<file path="config.mk">
export PLATFORM = sky130hd
export DESIGN_NAME = watchdog_and_wakeup_control
export DESIGN_NICKNAME = d
export VERILOG_FILES = /design/src/core/wdt_wake_pkg.sv /design/src/core/watchdog_and_wakeup_control.sv
export SDC_FILE = /design/constraint.sdc
export NUM_CORES = 1
export LEC_CHECK = 0
export BUFFER_PORTS_ARGS = -buffer_cell sky130_fd_sc_hd__buf_2
export CORE_ASPECT_RATIO = 1.4
export CORE_MARGIN = 4
export CORE_UTILIZATION = 49
export DETAILED_ROUTE_END_ITERATION = 8
export GPL_TIMING_DRIVEN = 0
export HOLD_SLACK_MARGIN = 0.05
export PLACE_DENSITY = 0.75
export RECOVER_POWER = 100
export SLEW_MARGIN = 20
export SYNTH_ARGS = -nofsm -noshare
export SYNTH_HDL_FRONTEND = slang
export SYNTH_SLANG_ARGS = --single-unit
</file>
<file path="constraint.sdc">
create_clock -name clock -period 2.09 [get_ports clock]
set_clock_uncertainty 0.05 [all_clocks]
set_input_delay 0.209 -clock clock [delete_from_list [all_inputs] [get_ports clock]]
set_output_delay 0.209 -clock clock [all_outputs]
set_load 0.01 [all_outputs]
</file>
<file path="src/core/wdt_wake_pkg.sv">
// Purpose: Shared constants and types for the watchdog and wake-up controller.
// Assumes: APB register map with 32-bit aligned words; one 250 MHz clock.
// Notes:   Rules below; offsets are byte addresses.
// Operation
// - Four events end power-down
// - Reset wake full reset, watchdog wake PC/SP reset
// - Power-down flag: power-up/clear clears, sleep sets
// - Sleep time-out sets flag, resets PC/SP only
// - Running time-out resets device, sets flag
// - Wake enable per pin, nibble elsewhere
// - Pin wake resumes after sleep, no reset
// - Blocked interrupt wake resumes, stays pending
// - Allowed interrupt wake takes normal response
// - Already-set request cannot wake
// - 1024-cycle start-up after every wake
// - Interrupt entry at least one cycle later
// - Six-bit prescaler plus clearable final bit
// - Clear instruction resets only final stage
// - Watchdog disabled: its instructions do nothing
// - Reset pin, clear, sleep clear count
// - Option picks single or paired clearing
// - Paired clearing needs strict alternation
// - Own oscillator keeps running in power-down
// - Sleep: own clock continues, system clock stops
// - Entering power-down sets/clears flags, stops oscillator

package wdt_wake_pkg;

	// Register byte offsets
	localparam logic [11:0] CONFIG_OFFSET    = 12'h000;
	localparam logic [11:0] WAKE_MASK_OFFSET = 12'h004;
	localparam logic [11:0] STATUS_OFFSET    = 12'h008;
	localparam logic [11:0] COUNT_OFFSET     = 12'h00C;

	// Configuration register fields
	localparam int CFG_WDT_ENABLE_BIT = 0;
	localparam int CFG_OSC_ENABLE_BIT = 1;
	localparam int CFG_SRC_SYS_BIT    = 2;
	localparam int CFG_PAIR_MODE_BIT  = 3;
	localparam logic [3:0] CONFIG_RESET = 4'h3;

	// Wake mask register fields
	localparam int MASK_PORT_A_LSB  = 0;
	localparam int MASK_NIBBLE_LSB  = 8;
	localparam logic [7:0] MASK_PORT_A_RESET = 8'h00;

	// Status register fields
	localparam int STAT_TIMEOUT_BIT = 0;
	localparam int STAT_PDOWN_BIT   = 1;
	localparam int STAT_CAUSE_LSB   = 4;
	localparam int STAT_STATE_LSB   = 8;

	// Watchdog divider and start-up delay
	localparam int PRESCALE_BITS      = 6;
	localparam logic [5:0] PRESCALE_TOP = 6'h3F;
	localparam int STARTUP_CYCLES     = 1024;
	localparam int STARTUP_BITS       = 11;
	localparam logic [10:0] STARTUP_LAST = 11'(STARTUP_CYCLES - 1);

	typedef enum logic [1:0] {
		ST_RUN   = 2'b00,
		ST_SLEEP = 2'b01,
		ST_START = 2'b10,
		ST_GAP   = 2'b11
	} pm_state_t;

	typedef enum logic [2:0] {
		CAUSE_NONE  = 3'b000,
		CAUSE_RESET = 3'b001,
		CAUSE_PIN   = 3'b010,
		CAUSE_IRQ   = 3'b011,
		CAUSE_WDT   = 3'b100
	} wake_cause_t;

	typedef enum logic [1:0] {
		PAIR_NONE   = 2'b00,
		PAIR_FIRST  = 2'b01,
		PAIR_SECOND = 2'b10
	} pair_state_t;

endpackage : wdt_wake_pkg

</file>
<file path="src/core/watchdog_and_wakeup_control.sv">
// Purpose: Watchdog divider, clear instruction handling and power-down wake-up sequencing.
// Assumes: Core gives one-cycle instruction strobes; pins and oscillator are asynchronous.
// Notes:   Power-down is modelled by stalling the core; the system clock itself keeps running.

`timescale 1ns/1ps
`default_nettype none

module watchdog_and_wakeup_control #(
	parameter int OTHER_NIBBLES = 7, // Wake nibbles on ports other than the first
	parameter int SYS_DIV       = 4  // System clock division when it feeds the watchdog
) (
	input  wire logic                       clock,              // 250 MHz system clock
	input  wire logic                       rst,                // Power-on reset, sync high
	input  wire logic                       psel,               // APB select
	input  wire logic                       penable,            // APB enable
	input  wire logic                       pwrite,             // APB direction
	input  wire logic [11:0]                paddr,              // APB byte address
	input  wire logic [31:0]                pwdata,             // APB write data
	output logic      [31:0]                prdata,             // APB read data
	output logic                            pready,             // APB ready
	output logic                            pslverr,            // APB error on unmapped
	input  wire logic                       wdt_osc,            // Watchdog RC oscillator pin
	input  wire logic                       ext_reset_n,        // External reset pin, low active
	input  wire logic [7:0]                 port_a_pins,        // First port pins
	input  wire logic [4*OTHER_NIBBLES-1:0] port_other_pins,    // Remaining port pins
	input  wire logic                       irq_request,        // Any interrupt request flag set
	input  wire logic                       irq_enabled,        // Pending interrupt is enabled
	input  wire logic                       stack_full,         // No free stack level
	input  wire logic                       watchdog_clear_single, // Single clear instruction
	input  wire logic                       watchdog_clear_first,  // First paired clear
	input  wire logic                       watchdog_clear_second, // Second paired clear
	input  wire logic                       sleep_instr,        // Sleep instruction executed
	output logic                            timeout_flag,       // Watchdog time-out status
	output logic                            powerdown_flag,     // Power-down status
	output logic                            core_stall,         // Core held off
	output logic                            sys_osc_run,        // System oscillator enable
	output logic                            system_reset_req,   // Full reset pulse
	output logic                            watchdog_reset_req, // Device reset pulse
	output logic                            pc_sp_reset_req,    // Warm reset pulse
	output logic                            resume_req,         // Continue after sleep pulse
	output logic                            irq_service_req     // Take interrupt pulse
);

	localparam int OW = 4 * OTHER_NIBBLES;

	// The divider counter and the nibble slices are sized for these ranges
	initial begin
		if (OTHER_NIBBLES < 1 || OTHER_NIBBLES > 24) begin
			$error("OTHER_NIBBLES must be 1 to 24");
		end
		if (SYS_DIV < 1 || SYS_DIV > 256) begin
			$error("SYS_DIV must be 1 to 256");
		end
	end

	// All state in one record; request pulses drop back to zero each cycle
	typedef struct packed {
		logic [31:0]                prdata;
		logic                       pready;
		logic                       pslverr;
		logic [3:0]                 cfg;
		logic [7:0]                 mask_a;
		logic [OTHER_NIBBLES-1:0]   mask_nib;
		logic                       osc_s1;
		logic                       osc_s2;
		logic                       osc_prev;
		logic                       rn_s1;
		logic                       rn_s2;
		logic [7:0]                 a_s1;
		logic [7:0]                 a_s2;
		logic [7:0]                 a_prev;
		logic [OW-1:0]              o_s1;
		logic [OW-1:0]              o_s2;
		logic [OW-1:0]              o_prev;
		logic [7:0]                 sys_div;
		logic [5:0]                 prescale;
		logic                       final_bit;
		wdt_wake_pkg::pair_state_t  pair;
		wdt_wake_pkg::pm_state_t    state;
		wdt_wake_pkg::wake_cause_t  cause;
		logic [10:0]                startup;
		logic                       irq_at_sleep;
		logic                       timeout_flag;
		logic                       powerdown_flag;
		logic                       core_stall;
		logic                       sys_osc_run;
		logic                       system_reset_req;
		logic                       watchdog_reset_req;
		logic                       pc_sp_reset_req;
		logic                       resume_req;
		logic                       irq_service_req;
	} ctl_t;

	ctl_t r_reg;
	ctl_t r_next;

	// One wake bit per nibble: any pin of an enabled nibble falling
	function automatic logic [OTHER_NIBBLES-1:0] nibble_fall(
		input logic [OW-1:0]            prev,
		input logic [OW-1:0]            now,
		input logic [OTHER_NIBBLES-1:0] en
	);
		logic [OTHER_NIBBLES-1:0] hit;
		hit = '0;
		for (int i = 0; i < OTHER_NIBBLES; i++) begin
			hit[i] = en[i] & |(prev[4*i +: 4] & ~now[4*i +: 4]);
		end
		return hit;
	endfunction : nibble_fall

	logic wdt_en;
	logic osc_en;
	logic src_sys;
	logic pair_mode;
	logic sys_tick;
	logic wdt_tick;
	logic wdt_timeout;
	logic clr_hit;
	logic sleep_go;
	logic reset_low;
	logic pin_wake;
	logic irq_wake;
	logic in_run;
	logic setup_ph;
	logic wr_take;
	logic mapped;

	always_comb begin
		r_next = r_reg;
		r_next.system_reset_req   = 1'b0;
		r_next.watchdog_reset_req = 1'b0;
		r_next.pc_sp_reset_req    = 1'b0;
		r_next.resume_req         = 1'b0;
		r_next.irq_service_req    = 1'b0;

		wdt_en    = r_reg.cfg[wdt_wake_pkg::CFG_WDT_ENABLE_BIT];
		osc_en    = r_reg.cfg[wdt_wake_pkg::CFG_OSC_ENABLE_BIT];
		src_sys   = r_reg.cfg[wdt_wake_pkg::CFG_SRC_SYS_BIT];
		pair_mode = r_reg.cfg[wdt_wake_pkg::CFG_PAIR_MODE_BIT];
		in_run    = (r_reg.state == wdt_wake_pkg::ST_RUN);

		// Two-stage synchronisers; only the second stage and its delayed copy are looked at
		r_next.osc_s1   = wdt_osc;
		r_next.osc_s2   = r_reg.osc_s1;
		r_next.osc_prev = r_reg.osc_s2;
		r_next.rn_s1    = ext_reset_n;
		r_next.rn_s2    = r_reg.rn_s1;
		r_next.a_s1     = port_a_pins;
		r_next.a_s2     = r_reg.a_s1;
		r_next.a_prev   = r_reg.a_s2;
		r_next.o_s1     = port_other_pins;
		r_next.o_s2     = r_reg.o_s1;
		r_next.o_prev   = r_reg.o_s2;
		reset_low       = ~r_reg.rn_s2;

		pin_wake = |(r_reg.a_prev & ~r_reg.a_s2 & r_reg.mask_a)
			| |nibble_fall(r_reg.o_prev, r_reg.o_s2, r_reg.mask_nib);
		// A request already standing at sleep entry is masked out
		irq_wake = irq_request & ~r_reg.irq_at_sleep;

		// System clock source: divider only runs in the run state, not in power-down, start-up or the gap cycle
		sys_tick = 1'b0;
		if (in_run) begin
			if (r_reg.sys_div == 8'(SYS_DIV - 1)) begin
				r_next.sys_div = 8'h00;
				sys_tick       = 1'b1;
			end else begin
				r_next.sys_div = r_reg.sys_div + 8'h01;
			end
		end
		// Own oscillator source keeps ticking through power-down
		wdt_tick = wdt_en & (src_sys ? sys_tick : (osc_en & r_reg.osc_s2 & ~r_reg.osc_prev));

		// Clear instructions are ignored unless the watchdog is enabled
		clr_hit = 1'b0;
		if (wdt_en && in_run) begin
			if (!pair_mode) begin
				clr_hit = watchdog_clear_single;
			end else if (watchdog_clear_first) begin
				clr_hit        = (r_reg.pair == wdt_wake_pkg::PAIR_SECOND);
				r_next.pair    = clr_hit ? wdt_wake_pkg::PAIR_NONE : wdt_wake_pkg::PAIR_FIRST;
			end else if (watchdog_clear_second) begin
				clr_hit        = (r_reg.pair == wdt_wake_pkg::PAIR_FIRST);
				r_next.pair    = clr_hit ? wdt_wake_pkg::PAIR_NONE : wdt_wake_pkg::PAIR_SECOND;
			end
		end

		// Prescaler feeds the final stage; overflow of the final stage is the time-out
		wdt_timeout = wdt_tick & (r_reg.prescale == wdt_wake_pkg::PRESCALE_TOP)
			& r_reg.final_bit;
		// A time-out in the same cycle wins; that sleep is dropped
		sleep_go = in_run & sleep_instr & ~wdt_timeout;
		if (wdt_tick) begin
			r_next.prescale = r_reg.prescale + 6'h01;
			if (r_reg.prescale == wdt_wake_pkg::PRESCALE_TOP) begin
				r_next.final_bit = ~r_reg.final_bit;
			end
		end
		// Residual prescale count survives, hence the factor-of-two spread
		if (clr_hit || sleep_go) begin
			r_next.final_bit = 1'b0;
		end
		// The pin clears the whole count, not only the final stage
		if (reset_low) begin
			r_next.prescale  = 6'h00;
			r_next.final_bit = 1'b0;
			r_next.pair      = wdt_wake_pkg::PAIR_NONE;
		end

		// Flags: a set in the same cycle as a clear wins
		if (clr_hit || (reset_low && r_reg.state == wdt_wake_pkg::ST_SLEEP)) begin
			r_next.powerdown_flag = 1'b0;
		end
		if (sleep_go) begin
			r_next.powerdown_flag = 1'b1;
		end
		if (sleep_go || (reset_low && r_reg.state == wdt_wake_pkg::ST_SLEEP)) begin
			r_next.timeout_flag = 1'b0;
		end
		if (wdt_timeout) begin
			r_next.timeout_flag = 1'b1;
		end

		// Run, power-down, start-up delay, then one gap cycle for interrupt entry
		case (r_reg.state)
			wdt_wake_pkg::ST_RUN: begin
				if (wdt_timeout) begin
					r_next.watchdog_reset_req = 1'b1;
				end else if (sleep_go) begin
					r_next.state        = wdt_wake_pkg::ST_SLEEP;
					r_next.irq_at_sleep = irq_request;
				end
			end
			wdt_wake_pkg::ST_SLEEP: begin
				// A request present at entry must drop before it can wake
				r_next.irq_at_sleep = r_reg.irq_at_sleep & irq_request;
				if (reset_low || wdt_timeout || pin_wake || irq_wake) begin
					r_next.state   = wdt_wake_pkg::ST_START;
					r_next.startup = '0;
					if (reset_low) begin
						r_next.cause = wdt_wake_pkg::CAUSE_RESET;
					end else if (wdt_timeout) begin
						r_next.cause = wdt_wake_pkg::CAUSE_WDT;
					end else if (pin_wake) begin
						r_next.cause = wdt_wake_pkg::CAUSE_PIN;
					end else begin
						r_next.cause = wdt_wake_pkg::CAUSE_IRQ;
					end
				end
			end
			wdt_wake_pkg::ST_START: begin
				// Oscillator runs again; the core stays stalled until the count ends
				r_next.startup = r_reg.startup + 11'h001;
				if (r_reg.startup == wdt_wake_pkg::STARTUP_LAST) begin
					r_next.state = wdt_wake_pkg::ST_RUN;
					case (r_reg.cause)
						wdt_wake_pkg::CAUSE_RESET: begin
							r_next.system_reset_req = 1'b1;
						end
						wdt_wake_pkg::CAUSE_WDT: begin
							r_next.pc_sp_reset_req = 1'b1;
						end
						wdt_wake_pkg::CAUSE_IRQ: begin
							if (irq_enabled && !stack_full) begin
								r_next.state = wdt_wake_pkg::ST_GAP;
							end else begin
								r_next.resume_req = 1'b1;
							end
						end
						default: begin
							r_next.resume_req = 1'b1;
						end
					endcase
				end
			end
			wdt_wake_pkg::ST_GAP: begin
				// Interrupt entry trails the start-up delay by this one cycle
				r_next.irq_service_req = 1'b1;
				r_next.state           = wdt_wake_pkg::ST_RUN;
			end
			default: begin
				r_next.state = wdt_wake_pkg::ST_RUN;
			end
		endcase
		// Taken from the next state so both change in the same cycle as it
		r_next.core_stall  = (r_next.state != wdt_wake_pkg::ST_RUN);
		r_next.sys_osc_run = (r_next.state != wdt_wake_pkg::ST_SLEEP);

		// APB slave: answer in the first access cycle
		setup_ph = psel & ~penable;
		wr_take  = psel & penable & r_reg.pready & pwrite;
		// Whole words only; other addresses answer with an error and no write
		mapped   = (paddr == wdt_wake_pkg::CONFIG_OFFSET)
			| (paddr == wdt_wake_pkg::WAKE_MASK_OFFSET)
			| (paddr == wdt_wake_pkg::STATUS_OFFSET)
			| (paddr == wdt_wake_pkg::COUNT_OFFSET);
		r_next.pready  = setup_ph;
		r_next.pslverr = setup_ph & ~mapped;
		if (setup_ph) begin
			r_next.prdata = 32'h0000_0000;
			case (paddr)
				wdt_wake_pkg::CONFIG_OFFSET: begin
					r_next.prdata[3:0] = r_reg.cfg;
				end
				wdt_wake_pkg::WAKE_MASK_OFFSET: begin
					r_next.prdata[wdt_wake_pkg::MASK_PORT_A_LSB +: 8] = r_reg.mask_a;
					r_next.prdata[wdt_wake_pkg::MASK_NIBBLE_LSB +: OTHER_NIBBLES] = r_reg.mask_nib;
				end
				wdt_wake_pkg::STATUS_OFFSET: begin
					r_next.prdata[wdt_wake_pkg::STAT_TIMEOUT_BIT] = r_reg.timeout_flag;
					r_next.prdata[wdt_wake_pkg::STAT_PDOWN_BIT]   = r_reg.powerdown_flag;
					r_next.prdata[wdt_wake_pkg::STAT_CAUSE_LSB +: 3] = r_reg.cause;
					r_next.prdata[wdt_wake_pkg::STAT_STATE_LSB +: 2] = r_reg.state;
				end
				wdt_wake_pkg::COUNT_OFFSET: begin
					r_next.prdata[6:0] = {r_reg.final_bit, r_reg.prescale};
				end
				default: begin
					r_next.prdata = 32'h0000_0000;
				end
			endcase
		end
		if (wr_take && paddr == wdt_wake_pkg::CONFIG_OFFSET) begin
			r_next.cfg = pwdata[3:0];
		end
		if (wr_take && paddr == wdt_wake_pkg::WAKE_MASK_OFFSET) begin
			r_next.mask_a   = pwdata[wdt_wake_pkg::MASK_PORT_A_LSB +: 8];
			r_next.mask_nib = pwdata[wdt_wake_pkg::MASK_NIBBLE_LSB +: OTHER_NIBBLES];
		end
	end

	always_ff @(posedge clock) begin
		if (rst) begin
			r_reg                <= '0;
			r_reg.cfg            <= wdt_wake_pkg::CONFIG_RESET;
			r_reg.mask_a         <= wdt_wake_pkg::MASK_PORT_A_RESET;
			r_reg.rn_s1          <= 1'b1;
			r_reg.rn_s2          <= 1'b1;
			// Pins idle high: edge history starts high, so no false edge
			r_reg.a_s1           <= 8'hFF;
			r_reg.a_s2           <= 8'hFF;
			r_reg.a_prev         <= 8'hFF;
			r_reg.o_s1           <= '1;
			r_reg.o_s2           <= '1;
			r_reg.o_prev         <= '1;
			r_reg.state          <= wdt_wake_pkg::ST_RUN;
			r_reg.cause          <= wdt_wake_pkg::CAUSE_NONE;
			r_reg.pair           <= wdt_wake_pkg::PAIR_NONE;
			r_reg.sys_osc_run    <= 1'b1;
		end else begin
			r_reg <= r_next;
		end
	end

	// Every output is a flip-flop of the state record
	assign prdata             = r_reg.prdata;
	assign pready             = r_reg.pready;
	assign pslverr            = r_reg.pslverr;
	assign timeout_flag       = r_reg.timeout_flag;
	assign powerdown_flag     = r_reg.powerdown_flag;
	assign core_stall         = r_reg.core_stall;
	assign sys_osc_run        = r_reg.sys_osc_run;
	assign system_reset_req   = r_reg.system_reset_req;
	assign watchdog_reset_req = r_reg.watchdog_reset_req;
	assign pc_sp_reset_req    = r_reg.pc_sp_reset_req;
	assign resume_req         = r_reg.resume_req;
	assign irq_service_req    = r_reg.irq_service_req;

endmodule : watchdog_and_wakeup_control

`default_nettype wire

</file>
Yosys cells after proc, flatten, opt, wreduce, memory -nomap -nowiden
Index checks and enable logic that the tools add are counted.
- logic and storage cells: 188
- output and inout port bits: 43
- register bits: 192
- add/subtract/negate cells: 3
- eq/ne operators: 18
- mux-type cells: 42
- bitwise gates (word level): 52
- reduce and logical (&&, ||, !) cells: 39
- operators by type and width (kind ; count):
    4-bit bitwise AND ; 7
    4-bit inverter ; 7
    4-bit OR reduction ; 7
    12-bit by 4-bit == test with 1-bit output, second input constant ; 2
    11-bit case mux with 2 select lines ; 1
    1-bit bitwise AND ; 21
    1-bit two-way mux ; 21
    8-bit bitwise AND ; 2
    16-bit two-way mux ; 1
    2-bit two-way mux ; 8
    2-bit case mux with 4 select lines ; 2
    12-bit by 3-bit == test with 1-bit output, second input constant ; 1
    12-bit logical NOT ; 1
    2-bit nonzero test ; 6
    11-bit by 1-bit adder with 11-bit output, second input constant ; 1
    11-bit by 10-bit == test with 1-bit output, second input constant ; 1
    1-bit inverter ; 10
    3-bit case mux with 3 select lines ; 1
    8-bit by 1-bit adder with 8-bit output, second input constant ; 1
    8-bit by 2-bit == test with 1-bit output, second input constant ; 1
    8-bit two-way mux ; 1
    8-bit inverter ; 1
    8-bit OR reduction ; 1
    7-bit OR reduction ; 1
    23 further kinds ; 48

Longest topological paths before layout
Gate-level depths: netlist of the first run.
- depth in word-level cells: 13
- gate-level depth with buffers: 7

Worst setup path after synthesis of the first run
Ideal clock, no wire load.
- path type: register to register
- start: register r_reg[35] in the netlist's numbering
- end: register r_reg[9] in the netlist's numbering
- path slack: -0.067 ns
- data required time: 1.978 ns
- arrival time: 2.045 ns
- setup time: 0.062 ns
- period minus slack after synthesis: 2.157 ns
- cell stages (with the launch flop): 8
- cell sequence: dfxtp_1 > ha_1 > or3b_1 > and4b_1 > o21ai_2 > and2_4 > or4b_1 > nand3_1
- cells in the longest elaborated chain, start to end: 11
- elaborated cells between the ends (all ways): 12
- those cells by class: eq/ne (3); mux (3); bitwise (5); reduce/logical (1)
- RTL lines (what ; RTL line ; source):
    start: declaration ; watchdog_and_wakeup_control.sv:94 ; ctl_t r_reg;
    start signal: assignment ; watchdog_and_wakeup_control.sv:351 ; r_reg <= r_next;
    8-bit by 2-bit == test with 1-bit output (*) ; watchdog_and_wakeup_control.sv:164 ; if (r_reg.sys_div == 8'(SYS_DIV - 1)) begin
    1-bit two-way mux (*) ; watchdog_and_wakeup_control.sv:164 ;
    1-bit two-way mux (*) ; watchdog_and_wakeup_control.sv:163 ; if (in_run) begin
    1-bit two-way mux (*) ; watchdog_and_wakeup_control.sv:172 ; wdt_tick = wdt_en & (src_sys ? sys_tick : (osc_en & r_reg.osc_s2 & ~r_reg.osc_prev));
    1-bit bitwise AND (*) ; watchdog_and_wakeup_control.sv:172 ;
    1-bit bitwise AND (*) ; watchdog_and_wakeup_control.sv:189 ; wdt_timeout = wdt_tick & (r_reg.prescale == wdt_wake_pkg::PRESCALE_TOP)
    1-bit bitwise AND (*) ; watchdog_and_wakeup_control.sv:190 ; & r_reg.final_bit;
    1-bit inverter ; watchdog_and_wakeup_control.sv:192 ; sleep_go = in_run & sleep_instr & ~wdt_timeout;
    1-bit bitwise AND ; watchdog_and_wakeup_control.sv:192 ;
    2-bit inequality test (no source line) ; n/a ;
    3-bit AND reduction (no source line) (*) ; n/a ;
Mark *: on every way between the ends. The rest lies on a longest branch, timed or not.
A chain may end at the register's enable or synchronous reset.

Worst setup path in the final report of the first run
- start: register r_reg[35] in the netlist's numbering
- end: register r_reg[17] in the netlist's numbering
- cells in the longest elaborated chain, start to end: 12
- RTL lines (what ; RTL line ; source):
    8-bit by 2-bit == test with 1-bit output ; watchdog_and_wakeup_control.sv:164 ;
    1-bit two-way mux ; watchdog_and_wakeup_control.sv:164 ;
    1-bit two-way mux ; watchdog_and_wakeup_control.sv:163 ;
    1-bit two-way mux ; watchdog_and_wakeup_control.sv:172 ;
    1-bit bitwise AND ; watchdog_and_wakeup_control.sv:172 ;
    1-bit bitwise AND ; watchdog_and_wakeup_control.sv:189 ;
    1-bit bitwise AND ; watchdog_and_wakeup_control.sv:190 ;
    1-bit logical OR (3 in series) ; watchdog_and_wakeup_control.sv:237 ; if (reset_low || wdt_timeout || pin_wake || irq_wake) begin
    2-bit by 1-bit inequality test with 1-bit output (no source line) ; n/a ;
    2-bit AND reduction (no source line) ; n/a ;
No other way between the ends.

==> results.cfg, run 1 <==
[cells_and_area]
syn_to_final_growth_pct = 29.2
fillers = 1152
final_area_sq_mm = 0.00913
finalNetCount = 1009
antenna_cells = 0
drive_gt1_share_pct = 31.4
largest_reg_flops = 89

[sta]
worstMarginPinSlew_ps = 911
final_max_slew_viol_count = 0
max_freq_ghz = 0.480
setup_ws_ps = 6.90
finalSetupTns_ps = 0
finalCriticalPeriod_ps = 2080
hold_viol_final = 0
hold_ws_ps = 115
rsz0062_at_grt = true
finalCritPeriodShare_pct = 99.7
setup_viol = 0
slew_headroom_pct = 38.8

[grt]
grt_pass1_vias = 5243
grt.overflow.total = 0
grt_max_degree = 19
grt_usage_pct = 20.2
grt_pass1_wl_microns = 25500
antenna_found_initial = 0

[logic_synthesis]
synth-simple-area-share_pct = 26.0
synth-xor-area-share_pct = 2.48
synthesis.area_sq_mm = 0.00707
synth_seq_area_share_pct = 54.4
yosysUniqueCellTypes = 55
yosysWarnings = 0
netlist_instances = 710
synth_area_per_cell_sq_um = 9.95
async_reset_ff_share_pct = 0
synth-seq-cells = 192
synthAdderAreaFrac_pct = 0.531
synth_top_family_by_area = simple AND/OR/NAND/NOR gates
synthMuxAreaShare_pct = 4.09
synth_compound_area_share_pct = 6.85
synth_ff_type = dfxtp_1
synth_enable_flop_cells = 0

[power_and_ir_drop]
ir_drop_mv = 0.786
p_leak_nw = 3.58
p_total_mw = 7.55
powerDensity_mw_per_mm2 = 827

[worst_setup_path]
reg2reg_to = r_reg[17]$_SDFFE_PP0P_
reg2regPathDepth = 7
timing.reg2reg.setup_slack_ps = 7
critPathLaunchType = flip-flop
crit_type = reg2reg
critPathMaxFanout = 5
cp.arrival_ps = 2330
worstReg2RegStart = r_reg[35]$_SDFFE_PP0N_
worstPathRequired_ps = 2340
cp-end-kind = flip-flop

[floorplan]
core_area_sq_mm = 0.0140
row_count = 51
initial_core_util_pct = 50.3
fp.dieH_microns = 150
dieArea_sq_mm = 0.0164
num_io_pins = 137
die_w_microns = 109

[clocking]
clockBufferDepth = 2
cts_buffers = 17
cts.htree.levels = 4
tritoncts = yes
cts_root_buffer = clkbuf_16
clk-insertion-delay-late_ps = 430
cts_sinks = 192
path_clk_slew_ps = 70

[placement]
pre_cts_ws_ps = -228
portBuffers = 102
place_area_sq_mm = 0.00789
globalplace.congestion = 0.822
dp_hpwl_microns = 11000

[hold_path]
hold_class = in2reg
hold_end = resume_req$_SDFF_PP0_
hold_depth = 3
hp-start = stack_full

[route]
wire_per_inst_microns = 14.2
drtPass1Iterations = 4
drt-initial-drc-count = 203
detail-route-antenna-nets = 0
viasPerCell = 4.84
vias = 5367
wl_microns = 15800
drc = 0

[run_status]
outcome = complete, no violations

[flow_run]
drv_cap = 0
==> layout make-up <==
cell class              count  area, sq um  share of cell area, %
flip-flops and latches    192         3850                   42.2
clock buffers              17          425                   4.66
multi-input cells         462         2970                   32.6
inverters                   7         26.3                  0.288
well taps                 185          231                   2.53
clock inverters            14          148                   1.62
plain buffers              65          372                   4.07
repair buffers            167         1100                   12.1
==> logic make-up (layout without fill, tap and decap cells) <==
logic type,Yosys count,in the layout
and+or+nand+nor,325,325
DFF,192,192
buffers and inverters,72,270
AOI/OAI and AO/OA,71,71
muxes,26,26
xor gates and xnor gates,20,20
adders and majority gates,3,3
other,1,17
==> cells in the mapped netlist (all sizes together), types with 9 or more instances <==
cell    instances  area, sq um
nand3b          9         67.6
dfxtp         192         3840
buf            39          270
xor2           10         87.6
nand2b         12         75.1
nor3           18         95.1
nor2           67          251
nand2          21         78.8
or2           112          701
xnor2          10         87.6
a22oi          11         82.6
mux2i          21          210
o21ai           9         48.8
clkbuf         26         97.6
a21oi          19         95.1
nor2b          31          194
nand4          17          106
==> where the power goes <==
part / internal (mW) / total (mW) / switching, mW / leakage, nW
Sequential: 3.78 / 3.83 / 0.0532 / 1.57
Combinational: 0.309 / 0.587 / 0.278 / 1.73
Clock: 1.68 / 3.13 / 1.45 / 0.278
==> stage by stage <==
step           instances  utilization [%]
2_1_floorplan        726                -
3_3_place_gp        1013             56.2
3_5_place_dp        1013             56.2
4_1_cts             1108             65.0
5_1_grt             1109             65.1
6_report            1109             65.1
==> cell usage in the layout, fill, tap and decap left out, types with 21 or more instances in the layout <==
cell type	synthesis	final
nor2b_1	31	30
mux2i_1	21	21
nor2_1	67	67
buf_4	32	40
buf_2	3	79
or2_2	112	111
clkbuf_1	26	53
dlygate4sd3_1	0	55
dfxtp_1	192	190
nand2_1	21	21
==> timing repair <==
item / 4_1_cts / 5_1_grt
resized for setup: 13 / 9
hold buffers: 55 / 0
endpoints found under the setup margin: 20 / 20
pin swaps: 7 / 4
hold endpoints to repair: 59 / 0
buffers inserted: 9 / 1
==> how the worst max path moves through the flow <==
stage / from / end / cells past startpoint
after floorplan: r_reg[35]$_SDFFE_PP0N_ / r_reg[9]$_SDFFE_PP0P_ / 7
after detailed placement: r_reg[54]$_SDFF_PP1_ / r_reg[19]$_SDFFE_PP0P_ / 6
after CTS: r_reg[35]$_SDFFE_PP0N_ / r_reg[9]$_SDFFE_PP0P_ / 7
final: r_reg[35]$_SDFFE_PP0N_ / r_reg[17]$_SDFFE_PP0P_ / 7
after global routing: r_reg[35]$_SDFFE_PP0N_ / r_reg[17]$_SDFFE_PP0P_ / 7
after global placement: r_reg[54]$_SDFF_PP1_ / r_reg[13]$_SDFFE_PP0P_ / 6
==> worst max-delay path: stages, from the launching register on <==
cell	delay [ps]
dfxtp_4	360
ha_4	140
or3b_4	380
and4b_2	330
o21ai_4	60
buf_4	170
a21oi_1	340
a211oi_1	130
==> layer usage <==
| metal | part of all wire [%] | global-route usage (%) | wire (microns) |
|---|---|---|---|
| met4 | 2.4 | 8.80 | 371 |
| met2 | 53 | 36.1 | 8370 |
| met5 | 0 | 0 | 0 |
| met1 | 40 | 22.3 | 6330 |
| met3 | 4.5 | 5.02 | 713 |
(Power assumes the default switching activity.)
==> inputs of run 2 (changes only) <==
- REMOVE_ABC_BUFFERS: not set -> 1
==> run 2 against run 1 <==
The run now ends with negative setup slack left. Final cell count decreased by 5.5%. Worst hold slack worse by 18 ps. Clock power up 2%. Utilization fell by 1.4 points. Worst setup slack got worse by 54 ps. First-iteration DRC count up 17%. Combinational power decreased by 6.8%. Die area stayed put. Register-to-register slack worse by 50 ps. Highest routed layer unchanged.
==> results.cfg, run 2 (synthesized netlist as in run 1, its figures left out) <==
[route]
wl_microns = 14700
drtPass1Iterations = 5
wl_met2_microns = 7800
drt-initial-drc-count = 238
drt-met1-wl_microns = 5810
vias = 5313
top_layer_used = met4
detail-route-antenna-nets = 0
drc = 0
dr_wl_met3_microns = 749
viasPerCell = 5.07
wire_per_inst_microns = 14.0

[sta]
hold_viol_final = 0
setup_viol = 1
hold_ws_ps = 96.3
max_freq_ghz = 0.468
rsz0062_at_grt = true
final_max_slew_viol_count = 0
finalCriticalPeriod_ps = 2140
finalCritPeriodShare_pct = 102
setup_ws_ps = -46.6
worstMarginPinSlew_ps = 1270
slew_headroom_pct = 15.3

[worst_setup_path]
critPathMaxFanout = 3
cp-end-kind = flip-flop
worstPathRequired_ps = 2400
critPathLaunchType = flip-flop
critical_path.cell_chain = ha_4 -> or3b_4 -> and4b_2 -> o21ai_4 -> and2_4 -> or4b_1 -> nand3_1
crit_type = reg2reg
max_stage_delay_ps = 470
cp.arrival_ps = 2440
critPathSlowestCell = or4b_1

[floorplan]
initial_core_util_pct = 50.3
row_count = 51
num_io_pins = 137
die_w_microns = 109
core_area_sq_mm = 0.0140
fp.dieH_microns = 150
dieArea_sq_mm = 0.0164

[cells_and_area]
final_area_sq_mm = 0.00894
layout.cells.non_filler = 1048
final_cell_mix = 188 x dfxtp_1, 112 x or2_2, 101 x buf_2, 66 x nor2_1, 55 x dlygate4sd3_1
syn_to_final_growth_pct = 26.5
antenna_cells = 0
final_common_cell = dfxtp_1
drive_gt1_share_pct = 34.3
finalNetCount = 947
largest_reg_flops = 89

[clocking]
path_clk_slew_ps = 70
clk-insertion-delay-late_ps = 420
clockBufferDepth = 2
tritoncts = yes
cts_buffers = 17
cts_root_buffer = clkbuf_16
cts_sinks = 192
cts.htree.levels = 4

[placement]
post-place-cells = 950
portBuffers = 102
place_area_sq_mm = 0.00756
globalplace.congestion = 0.826
pre_cts_ws_ps = -712
dp_hpwl_microns = 9790

[power_and_ir_drop]
ir_drop_mv = 0.435
p_leak_nw = 3.56
powerDensity_mw_per_mm2 = 848

[grt]
antenna_found_initial = 0
grt.overflow.total = 0
grt_usage_pct = 18.5
grt_pass1_vias = 5229
grt_max_degree = 124
grt_pass1_wl_microns = 24100

[hold_path]
hold_class = in2reg

[flow_run]
drv_cap = 0

[run_status]
outcome = finished with violations
violations = negative setup slack
run 2: cell types whose count changed in the layout (fill, tap and decap cells not counted), sizes merged:
cell | previous run | this run
clkbuf | 74 | 20
buf | 120 | 114
clkinvlp | 2 | 1
run 2: repair_timing:
action / in CTS / in global routing
pin swaps: 5 / 3
resized for setup: 21 / 16
setup endpoints to repair: 42 / 14
hold buffers: 55 / 0
hold endpoints to repair: 59 / 0
setup buffers: 8 / 3
run 2: critical path, delay by kind of cell (launching register included):
kind	cells	cell delay, ps
simple gates	5	1440
flops	1	360
fa+ha+maj	1	140
compound gates	1	80
run 2: worst paths after layout:
path                                               end                   start  depth (start not counted)  slack, ps
worst max-delay path             r_reg[9]$_SDFFE_PP0P_  r_reg[35]$_SDFFE_PP0N_                          7        -50
worst min-delay path            prdata[7]$_SDFFE_PP0P_                     rst                          2        100
worst max register to register   r_reg[9]$_SDFFE_PP0P_  r_reg[35]$_SDFFE_PP0N_                          7        -50
worst min register to register   r_reg[151]$_SDFF_PP1_  r_next[151]$_SDFF_PP1_                          1        350
run 2: where the power goes:
| group | internal (mW) | switching [mW] | total (mW) | leakage (nW) |
|---|---|---|---|---|
| sequential | 3.78 | 0.0636 | 3.84 | 1.57 |
| combinational | 0.290 | 0.257 | 0.547 | 1.69 |
| clock | 1.76 | 1.44 | 3.20 | 0.294 |
run 2: layout make-up:
cell class	count	area [sq um]
tap	185	231
sequential	192	3850
timing repair buffer	170	1170
multi-input combinational	462	3070
fill	1110	5100
clock buffer	19	453
inverter	7	26.3
clock inverter	13	143
run 2: metrics by stage:
stage | TNS, ps | util (%) | total power, mW
finish | -46.6 | 63.7 | 7.59
CTS | -28.2 | 63.1 | 7.62
global route | -168 | 63.7 | 7.87
detailed placement | -17090 | 53.8 | 4.32
floorplan | -2570 | - | 4.12
global placement | -84200 | 53.4 | 4.30
run 2: layer usage:
metal	global-route usage, %	vias up
met5	0	-
met4	8.42	0
met3	3.86	27
met2	32.6	156
met1	21.2	2505
li1	-	2625
==> inputs of run 3 (changes only) <==
- PLACE_DENSITY: 0.75 -> 0.82
==> run 3 against run 2 <==
The flow still finishes with violations (negative setup slack). Count of clock-buffer cells in the layout stayed put. Wire length hardly changed. Sequential power hardly changed. Cell area is 0.99% lower. Die area unchanged. Maximum frequency decreased by 2.9%. Combinational power decreased by 4%. Final cell count down 0.29%. Via count shrank 2.0%. Total power is 1.2% lower. Sequential share of layout area is 0.49 points higher. Critical endpoint unchanged. Largest power group unchanged.
==> results.cfg, run 3 (synthesized netlist as in run 1, its figures left out) <==
[run_status]
outcome = finished with violations
violations = negative setup slack

[placement]
globalplace.congestion = 0.797
pre_cts_ws_ps = -655
dp_hpwl_microns = 9340
portBuffers = 102

[floorplan]
fp.dieH_microns = 150
die_w_microns = 109
dieArea_sq_mm = 0.0164
initial_core_util_pct = 50.3
row_count = 51
core_area_sq_mm = 0.0140
num_io_pins = 137

[route]
vias = 5209
viasPerCell = 4.98
drt-initial-drc-count = 278
drtPass1Iterations = 5
wire_per_inst_microns = 14.1
detail-route-antenna-nets = 0
drc = 0
wl_microns = 14700

[grt]
grt.overflow.total = 0
antenna_found_initial = 0
grt_pass1_wl_microns = 23600
grt_usage_pct = 18.1
grt_max_degree = 93
grt_pass1_vias = 5080

[sta]
worstMarginPinSlew_ps = 1370
finalCriticalPeriod_ps = 2200
setup_viol = 2
hold_ws_ps = 132
finalCritPeriodShare_pct = 105
slew_headroom_pct = 8.80
setup_ws_ps = -111
rsz0062_at_grt = true
final_max_slew_viol_count = 0
max_freq_ghz = 0.454
hold_viol_final = 0

[power_and_ir_drop]
comb_power_share_pct = 7.0
swShare_pct = 22.3
p_clk_share_pct = 41.7
p_switching_mw = 1.67
p_leak_nw = 3.41
powerDensity_mw_per_mm2 = 846
ir_drop_mv = 0.637
sequentialPowerShare_pct = 51.2
power.internal_mw = 5.82

[clocking]
path_clk_slew_ps = 70
clockBufferDepth = 2
cts_sinks = 192
cts_buffers = 17
cts.htree.levels = 4
clk-insertion-delay-late_ps = 410
cts_root_buffer = clkbuf_16
tritoncts = yes

[worst_setup_path]
cp.arrival_ps = 2510
crit_type = reg2reg
critPathLaunchType = flip-flop
worstPathRequired_ps = 2400
critPathSlowestCell = or4b_1
critical_path.cell_chain = ha_4 -> or3b_4 -> and4b_2 -> o21ai_4 -> and2_4 -> or4b_1 -> nand3_1
max_stage_delay_ps = 470
critPathMaxFanout = 7
cp-end-kind = flip-flop

[cells_and_area]
finalNetCount = 945
final_common_cell = dfxtp_1
drive_gt1_share_pct = 31.2
syn_to_final_growth_pct = 25.3
largest_reg_flops = 89
antenna_cells = 0
final_cell_mix = 186 x dfxtp_1, 111 x or2_2, 75 x buf_2, 66 x nor2_1, 55 x dlygate4sd3_1

[flow_run]
drv_cap = 0

[hold_path]
hold_class = in2reg
[run 3: changes by cell type in the layout (fill, tap and decap cells not counted), sizes merged]
cell,previous run,this run
clkbuf,20,46
bufinv,1,2
clkinvlp,1,2
buf,114,86
inv,14,11
[run 3: stage by stage]
| stage | TNS [ps] | instances | cell area [sq um] | total power [mW] | utilization [%] |
|---|---|---|---|---|---|
| 3_5_place_dp | -15220 | 950 | 7560 | 4.32 | 53.8 |
| 5_1_grt | -540 | 1045 | 8850 | 7.75 | 63.1 |
| 2_1_floorplan | -2570 | 661 | 6760 | 4.12 | - |
| 3_3_place_gp | -99560 | 948 | 7500 | 4.30 | 53.4 |
| 4_1_cts | -132 | 1042 | 8800 | 7.52 | 62.7 |
| 6_report | -171 | 1045 | 8850 | 7.49 | 63.1 |
[run 3: worst max-delay path: cells and delay by family, from the launching register on]
| family | cells | cell delay [ps] |
|---|---|---|
| compound gates | 1 | 110 |
| fa+ha+maj | 1 | 140 |
| flops | 1 | 360 |
| simple gates | 5 | 1500 |
[run 3: per-layer routing]
metal | share of wire, % | vias to the layer above | GRT usage, %
met4 | 1.7 | 0 | 5.80
li1 | - | 2619 | -
met3 | 5.5 | 23 | 4.33
met1 | 42 | 2410 | 21.3
met2 | 51 | 157 | 32.2
met5 | 0 | - | 0
[run 3: power by group through the flow]
stage	combinational, mW	sequential [mW]	clock (mW)
global placement	0.390	3.91	0
CTS	0.511	3.84	3.18
detailed placement	0.402	3.92	0
finish	0.527	3.84	3.13
global route	0.588	3.85	3.32
floorplan	0.220	3.90	0
[run 3: worst paths after layout]
| check | depth (start not counted) | endpoint | slack [ps] | from |
|---|---|---|---|---|
| hold / removal | 3 | resume_req$_SDFF_PP0_ | 130 | stack_full |
| setup / recovery | 7 | r_reg[9]$_SDFFE_PP0P_ | -110 | r_reg[36]$_SDFFE_PP0N_ |
| hold reg to reg | 1 | r_next[54]$_SDFF_PP1_ | 350 | r_next[82]$_SDFF_PP1_ |
| setup reg to reg | 7 | r_reg[9]$_SDFFE_PP0P_ | -110 | r_reg[36]$_SDFFE_PP0N_ |
[run 3: final cells by class]
class,instances,area [sq um]
inverters,7,26.3
fillers,1110,5190
well taps,185,231
clock buffers,19,433
flip-flops and latches,192,3850
repair buffers,168,1120
clock inverters,12,134
multi-input cells,462,3050
[run 3: timing repair]
action,4_1_cts,5_1_grt
setup endpoints to repair,35,21
setup buffers,6,3
hold buffers,55,0
pin swaps,4,12
resized for setup,20,19
gates cloned,0,0
endpoints found under the hold margin,59,0
